===== src/verilog/bmsc_params.svh =====
// Purpose: constants of the burst-mode switch control block
// Assumes: 100 MHz core clock
// Notes: times are kept in their own unit, counts derive from them
`ifndef BMSC_PARAMS_SVH
`define BMSC_PARAMS_SVH

// core clock rate
`define BMSC_CLK_MHZ 100
// soft-start time constant and number of limit steps
`define BMSC_SS_TC_NS 3700000
`define BMSC_SS_STEPS 15
// lowest_switching_frequency of the gate pulse train
`define BMSC_FSW_MIN_HZ 25000
// gate on-time of each pulse request
`define BMSC_GATE_ON_NS 1000
// target burst repetition period
`define BMSC_BURST_PERIOD_US 1000
// burst on-time limit is NUM/DEN times the target period
`define BMSC_ON_LIMIT_NUM 3
`define BMSC_ON_LIMIT_DEN 2
// pulse count floor and value after reset
`define BMSC_PULSES_MIN 1
`define BMSC_PULSES_INIT 4

`endif


===== src/verilog/bmsc_pkg.sv =====
// Purpose: types of the burst-mode switch control block
// Assumes: nothing beyond the parameter header
// Notes: state codes are gray along normal -> off -> on
package bmsc_pkg;
  typedef enum logic [1:0] {
    BMSC_NORMAL = 2'h0,
    BMSC_OFF = 2'h1,
    BMSC_ON = 2'h3
  } bmsc_state_t;
endpackage


===== src/verilog/bmsc_burst_ctrl.sv =====
// Contract
// min power and above threshold: enter burst-off
// burst-off, below threshold: start new burst
// pulses per burst follow output power demand
// pulse count never below one
// single-pulse bursts: repetition rate keeps falling
// non-switching burst phase: low-consumption state
// below fast-start level: switch until it clears
// above fast-stop level: stop switching at once
// fast overrides affect present burst only
// reduce pulses only if rate stays below target
// regulate toward target repetition period
// on-time over 1.5 target periods: normal mode
// soft start ramps limit in fifteen steps
// soft-start timing from internal 3.7 ms constant
// comparator inputs pass two-flop synchronisers
//
// Purpose: burst sequencing, pulse count regulation and soft start
// Assumes: comparator and run levels are asynchronous to clock_i
// Notes: min_power_i comes from logic on the same clock
`include "bmsc_params.svh"

module bmsc_burst_ctrl
  import bmsc_pkg::*;
#(
  parameter int SS_STEP_CYCLES =
    (`BMSC_SS_TC_NS * `BMSC_CLK_MHZ / 1000) / `BMSC_SS_STEPS,
  parameter int BURST_PERIOD_CYCLES =
    `BMSC_BURST_PERIOD_US * `BMSC_CLK_MHZ,
  parameter int SW_PERIOD_CYCLES =
    (`BMSC_CLK_MHZ * 1000000) / `BMSC_FSW_MIN_HZ,
  parameter int GATE_ON_CYCLES =
    (`BMSC_GATE_ON_NS * `BMSC_CLK_MHZ + 999) / 1000,
  parameter int CNT_W = 20,
  parameter int NP_W = 6
) (
  // clock and reset
  input wire logic clock_i,
  input wire logic rst_i,
  // power control state
  input wire logic min_power_i,
  input wire logic run_i,
  // feedback current comparators
  input wire logic burst_thr_i,
  input wire logic fast_start_i,
  input wire logic fast_stop_i,
  // gate and status
  output logic gate_req_o,
  output logic burst_mode_o,
  output logic low_power_o,
  output logic [3:0] peak_step_o,
  output logic ss_done_o
);
  localparam int ON_LIMIT_CYCLES = BURST_PERIOD_CYCLES *
    `BMSC_ON_LIMIT_NUM / `BMSC_ON_LIMIT_DEN;
  localparam logic [3:0] SS_LAST = 4'(`BMSC_SS_STEPS);
  localparam logic [NP_W-1:0] NP_MIN = NP_W'(`BMSC_PULSES_MIN);
  localparam logic [NP_W-1:0] NP_MAX = '1;
  localparam logic [CNT_W-1:0] CNT_MAX = '1;

  typedef struct packed {
    bmsc_state_t st;
    logic [CNT_W-1:0] per;
    logic [CNT_W-1:0] on_t;
    logic [15:0] cyc;
    logic [NP_W-1:0] pcnt;
    logic [NP_W-1:0] npul;
    logic ovr;
    logic per_ok;
    logic run_d;
    logic [3:0] step;
    logic [15:0] ss_cnt;
    logic gate;
    logic burst;
    logic lowp;
    logic ssd;
  } bmsc_regs_t;

  bmsc_regs_t s;
  bmsc_regs_t next_s;
  logic [3:0] cmp;
  logic run;
  logic thr;
  logic fstart;
  logic fstop;

  // analog comparators and the run level are not on our clock
  bmsc_sync #(
    .WIDTH(4)
  ) u_sync (
    .clock_i(clock_i),
    .rst_i(rst_i),
    .async_i({run_i, burst_thr_i, fast_start_i, fast_stop_i}),
    .sync_o(cmp)
  );

  assign run = cmp[3];
  assign thr = cmp[2];
  assign fstart = cmp[1];
  assign fstop = cmp[0];

  // one pass computes the whole next state
  always_comb begin
    logic [31:0] lhs;
    logic [31:0] rhs;
    lhs = '0;
    rhs = '0;
    next_s = s;
    next_s.run_d = run;
    // switching-cycle timer; wraps each period and restarts at each burst start
    if (s.cyc >= 16'(SW_PERIOD_CYCLES - 1)) begin
      next_s.cyc = '0;
    end else begin
      next_s.cyc = s.cyc + 16'h0001;
    end
    if (!run) begin
      // stopped: back to normal mode, soft start and override cleared, pulse count kept; the next run restarts soft start
      next_s.st = BMSC_NORMAL;
      next_s.step = '0;
      next_s.ss_cnt = '0;
      next_s.ovr = 1'b0;
      next_s.per_ok = 1'b0;
    end else begin
      // soft-start ramp of the peak-current limit
      if (!s.run_d) begin
        next_s.step = 4'h1;
        next_s.ss_cnt = '0;
      end else if (s.step < SS_LAST) begin
        if (s.ss_cnt >= 16'(SS_STEP_CYCLES - 1)) begin
          next_s.ss_cnt = '0;
          next_s.step = s.step + 4'h1;
        end else begin
          next_s.ss_cnt = s.ss_cnt + 16'h0001;
        end
      end
      // burst sequencer
      case (s.st)
        BMSC_NORMAL: begin
          if (fstop || (min_power_i && thr)) begin
            next_s.st = BMSC_OFF;
            next_s.per = '0;
            next_s.per_ok = 1'b0;
          end
        end
        BMSC_OFF: begin
          if (s.per != CNT_MAX) begin
            next_s.per = s.per + CNT_W'(1);
          end
          if (!fstop && (fstart || !thr)) begin
            next_s.st = BMSC_ON;
            next_s.cyc = '0;
            next_s.pcnt = NP_W'(1);
            next_s.on_t = '0;
            next_s.per = '0;
            next_s.per_ok = 1'b1;
            // a fresh burst starts clean of any past override
            next_s.ovr = fstart;
            if (s.per_ok && !s.ovr) begin
              lhs = 32'(s.per) * 32'(s.npul - NP_W'(1));
              rhs = 32'(BURST_PERIOD_CYCLES) * 32'(s.npul);
              if (32'(s.per) < 32'(BURST_PERIOD_CYCLES)) begin
                // rate above target: more pulses per burst
                if (s.npul != NP_MAX) begin
                  next_s.npul = s.npul + NP_W'(1);
                end
              end else if (s.npul > NP_MIN && lhs >= rhs) begin
                next_s.npul = s.npul - NP_W'(1);
              end
              // at one pulse the off time simply stretches
            end
          end
        end
        BMSC_ON: begin
          if (s.per != CNT_MAX) begin
            next_s.per = s.per + CNT_W'(1);
          end
          if (s.on_t != CNT_MAX) begin
            next_s.on_t = s.on_t + CNT_W'(1);
          end
          if (fstart) begin
            next_s.ovr = 1'b1;
          end
          if (fstop) begin
            next_s.st = BMSC_OFF;
            next_s.ovr = 1'b1;
          end else if (32'(s.on_t) >= 32'(ON_LIMIT_CYCLES)) begin
            next_s.st = BMSC_NORMAL;
          end else if (s.cyc >= 16'(SW_PERIOD_CYCLES - 1)) begin
            // burst ends after its last pulse unless held on
            if (s.pcnt >= s.npul && !fstart) begin
              next_s.st = BMSC_OFF;
            end else if (s.pcnt != NP_MAX) begin
              next_s.pcnt = s.pcnt + NP_W'(1);
            end
          end
        end
        default: begin
          next_s.st = BMSC_NORMAL;
        end
      endcase
    end
    // outputs are registered from the next state
    next_s.gate = run && (next_s.st != BMSC_OFF) &&
                  (next_s.cyc < 16'(GATE_ON_CYCLES));
    next_s.burst = run && (next_s.st != BMSC_NORMAL);
    next_s.lowp = run && (next_s.st == BMSC_OFF);
    // registered so the status pin cannot glitch on a step compare
    next_s.ssd = (next_s.step == SS_LAST);
  end

  // state register
  always_ff @(posedge clock_i or posedge rst_i) begin
    if (rst_i) begin
      s <= '{st: BMSC_NORMAL, npul: NP_W'(`BMSC_PULSES_INIT),
             default: '0};
    end else begin
      s <= next_s;
    end
  end

  assign gate_req_o = s.gate;
  assign burst_mode_o = s.burst;
  assign low_power_o = s.lowp;
  assign peak_step_o = s.step;
  assign ss_done_o = s.ssd;
endmodule


===== src/verilog/bmsc_sync.sv =====
// Purpose: two-flop synchroniser for a group of asynchronous levels
// Assumes: each bit is an independent level
// Notes: only the second stage may be read by logic
module bmsc_sync #(
  parameter int WIDTH = 1
) (
  // clock and reset
  input wire logic clock_i,
  input wire logic rst_i,
  // levels
  input wire logic [WIDTH-1:0] async_i,
  output logic [WIDTH-1:0] sync_o
);
  logic [WIDTH-1:0] stage1;

  // the first stage feeds only the second one
  always_ff @(posedge clock_i or posedge rst_i) begin
    if (rst_i) begin
      stage1 <= '0;
      sync_o <= '0;
    end else begin
      stage1 <= async_i;
      sync_o <= stage1;
    end
  end
endmodule


===== config.mk =====
export PLATFORM = sky130hd
export DESIGN_NAME = bmsc_burst_ctrl
export DESIGN_NICKNAME = d
export VERILOG_FILES = /design/src/verilog/bmsc_pkg.sv /design/src/verilog/bmsc_burst_ctrl.sv /design/src/verilog/bmsc_sync.sv
export VERILOG_INCLUDE_DIRS = /design/src /design/src/verilog
export SDC_FILE = /design/constraint.sdc
export NUM_CORES = 1
export LEC_CHECK = 0
export BUFFER_PORTS_ARGS = -buffer_cell sky130_fd_sc_hd__buf_2
export CORE_MARGIN = 2
export CORE_UTILIZATION = 35
export DETAILED_ROUTE_END_ITERATION = 16
export HOLD_SLACK_MARGIN = 0.12
export SYNTH_ARGS = -nofsm -noshare
export SYNTH_HDL_FRONTEND = slang
export SYNTH_SLANG_ARGS = --single-unit
export TNS_END_PERCENT = 30

===== constraint.sdc =====
create_clock -name clock_i -period 18 [get_ports clock_i]
set_input_delay 2.7 -clock clock_i [delete_from_list [all_inputs] [get_ports clock_i]]
set_output_delay 2.7 -clock clock_i [all_outputs]
set_load 0.01 [all_outputs]

==> impl_metrics.tcl <==
set metrics [dict create \
    grt_max_degree 74 \
    ff_latch_area_mm2 0.00263 \
    ir_drop_uv 79.9 \
    crit_type "reg2reg" \
    status "finished clean" \
    hp-class "reg2reg" \
    synth_ff_type "dfrtp_1" \
    gp_congestion 0.862 \
    rr_startpoint "s[28]$_DFFE_PP0P_" \
    cts.sinks 105 \
    num-fill-cells 3442 \
    cts_setup_buffers 0 \
    fmax_mhz 121 \
    wl_um 26300 \
    root_buffer "clkbuf_16" \
    h-tree-depth 3 \
    min_period_ns 8.28 \
    cpMaxStageDelayCell "xor2_2" \
    grt-ovfl-total 0 \
    synth_area_leaders "dfrtp_1 (22%), fa_1 (16%), ha_1 (15%)" \
    ff2ff_setup_slack_ns 9.72 \
    grt_pass1_wl_um 45100 \
    r2r_end "s[28]$_DFFE_PP0P_" \
    final.setup.tns_ns 0 \
    first_pass_iters 6 \
    syn2layout_area_growth_pct 6.83 \
    finalSetupViolCount 0 \
    core_area_mm2 0.0334 \
    reg2reg_depth 26 \
    cts_hold_buf 0 \
    clkLatencyLatePin_ns 0.37 \
    cts_resized 0 \
    post-dp-hpwl_um 20100 \
    synthArstFlopShare_pct 100 \
    cp_num_buf_inv 3 \
    ys_seq_elements 105 \
    hold_viol_final 0 \
    yosysTopAreaCell "dfrtp_1" \
    yosysWarnings 0 \
    die_w_um 188 \
    cp_max_fo 20 \
    dieArea_mm2 0.0352 \
    drc_errors 0 \
    synth_seq_area_share_pct 22.3 \
    multi_input_area_mm2 0.00829 \
    grt_util_all_layers_pct 15.4 \
    ios 15 \
    path_delay_family "adder cells" \
    finalNetCount 1591 \
    relSlewSlack_pct 21.0 \
    total_power_w 0.00125 \
    grt_pass1_vias 9132 \
    post-route-period-util_pct 46.0 \
    crit_path_frequent_cell "fa_1" \
    rsz0062_at_grt "false" \
    whs_endpoint "u_sync.sync_o[3]$_DFF_PP0_" \
    synth_edf_count 0 \
    slowest_delay_ns 0.89 \
    synth_cells 1363 \
    cts_made_buffers 9 \
    tightest_slew_ns 1.17 \
    drive_above_1_share_pct 4.22 \
    ant_nets 0 \
    antenna_found_initial 1 \
    ys_types 63 \
    p_per_area_mw_per_mm2 98.8 \
    vias 9224 \
    mostFrequentLayoutCell "inv_1" \
    cts_tree "built" \
    start_util_pct 35.4 \
    maxCapViolations 0 \
    rows 67 \
    hp-start "u_sync.stage1[3]$_DFF_PP0_" \
    avgSynthCellArea_um2 8.66 \
    slew_violations 0 \
    die_h_um 188 \
    crit_required_ns 18.29 \
    start_kind "register" \
    viasPerCell 5.12 \
    final_cell_mix "inv_1 (178), ha_1 (142), nor2_1 (116)" \
    synth_area_mm2 0.0118 \
    port_buffers 14 \
    drt-initial-drc-count 458 \
    synth_top_cell_area_share_pct 22.1 \
    clkTransAtPathRegs_ns 0.08 \
    leakagePower_nw 6.09 \
    antenna_cells 0 \
    fin_worst_skew_ns 0.0115 \
    hold_path_depth 0 \
    end_kind "register" \
    cp.arrival_ns 8.57 \
    wl_per_cell_um 14.6 \
    clockBufferDepth 2 \
]
## synth_stat cells (4+ instances only)
cell type / n
nor4_1: 8
dfrtp_1: 104
o21a_1: 6
inv_1: 179
or2_2: 9
and3_1: 20
a211oi_1: 11
nand4_1: 23
o21ai_0: 67
buf_4: 4
nor3b_1: 4
nand2b_1: 20
nor3_1: 17
clkbuf_1: 50
a21o_1: 12
nand3b_1: 5
xor2_1: 41
fa_1: 95
nor2b_1: 37
o31ai_1: 12
o21bai_1: 5
or3_1: 7
a311oi_1: 5
and4_1: 5
nand2_1: 99
a21oi_1: 55
mux2i_1: 4
and2_1: 62
nor2_1: 116
or4_1: 7
a31oi_1: 13
xnor2_1: 37
nand3_1: 34
ha_1: 142
a41oi_1: 5
## worst register-to-register path, cell delays in order, from the launching register on
cell and delay (ns):
dfrtp_1 0.42, inv_1 0.20, ha_1 0.32, xor2_2 0.89, and2_1 0.28, fa_1 0.44
fa_1 0.50, inv_1 0.06, fa_1 0.50, fa_1 0.55, inv_1 0.04, ha_1 0.25
nor4_1 0.28, o21ai_0 0.25, nand4_1 0.20, nand3_1 0.09, a21o_1 0.23, a311oi_1 0.30
xnor2_1 0.16, ha_1 0.27, a2111o_1 0.41, a221oi_1 0.25, o2bb2ai_1 0.10, nor4_1 0.27
o2111ai_1 0.24, o21ai_1 0.49, mux2i_1 0.24
## sequential cells by signal, summed over array words and instances (netlist names)
name	count
peak_step_o	4
u_sync.sync_o	4
u_sync.stage1	4
burst_mode_o	1
low_power_o	1
s	89
ss_done_o	1
gate_req_o	1
## worst max-delay path by stage
stage                                 start           endpoint  slack (ns)  depth (start not counted)
after floorplan           s[29]$_DFFE_PP1P_  s[28]$_DFFE_PP0P_       10.70                         31
after global placement    s[28]$_DFFE_PP0P_  s[28]$_DFFE_PP0P_       10.04                         27
after detailed placement  s[28]$_DFFE_PP0P_  s[28]$_DFFE_PP0P_        9.75                         27
after CTS                 s[28]$_DFFE_PP0P_  s[28]$_DFFE_PP0P_        9.71                         27
after global routing      s[28]$_DFFE_PP0P_  s[28]$_DFFE_PP0P_        9.09                         26
final                     s[28]$_DFFE_PP0P_  s[28]$_DFFE_PP0P_        9.72                         26
## where the power goes
| group | total (W) | leakage, nW | switching, W | internal [W] |
|---|---|---|---|---|
| Sequential | 0.000259 | 1.42 | 0.0000166 | 0.000242 |
| Clock | 0.000202 | 0.148 | 0.000104 | 0.0000985 |
| Combinational | 0.000784 | 4.52 | 0.000468 | 0.000316 |
| Total | 0.00125 | 6.09 | 0.000589 | 0.000656 |
## metrics by stage
step | cells | hold slack [ns] | instance area [um^2] | util (%) | setup WS, ns
after floorplan | 1366 | 0.331 | 11800 | - | 10.70
after global placement | 1784 | 0.335 | 12300 | 36.9 | 10.04
after detailed placement | 1784 | 0.337 | 12300 | 36.9 | 9.75
after CTS | 1800 | 0.356 | 12600 | 37.8 | 9.71
after global routing | 1800 | 0.356 | 12600 | 37.8 | 9.09
final | 1800 | 0.353 | 12600 | 37.8 | 9.72
## routing by layer
| layer | vias up | share of wire, % | global-route usage [%] |
|---|---|---|---|
| li1 | 4501 | - | - |
| met1 | 4561 | 48 | 21.4 |
| met2 | 139 | 47 | 25.5 |
| met3 | 23 | 4.0 | 2.30 |
| met4 | 0 | 1.2 | 3.39 |
| met5 | - | 0 | 0 |
## cell families (layout without fill, tap and decap cells)
kind of cell	after synthesis	count (layout)	synth area share (%)
compound gates	226	226	12.1
simple gates	478	478	20.7
flops	105	105	22.3
xor+xnor	78	78	5.79
buf+inv	234	220	7.64
mux	4	4	0.339
fa+ha+maj	237	237	31.2
other cells	1	4	0.0318
## layout make-up
class | instances | area share [%]
Multi-Input combinational cell | 1027 | 65.8
Sequential cell | 105 | 20.9
Inverter | 179 | 5.35
Tap cell | 448 | 4.45
Clock buffer | 9 | 1.79
Timing Repair Buffer | 25 | 1.21
Clock inverter | 7 | 0.596
(Power assumes the default switching activity.)
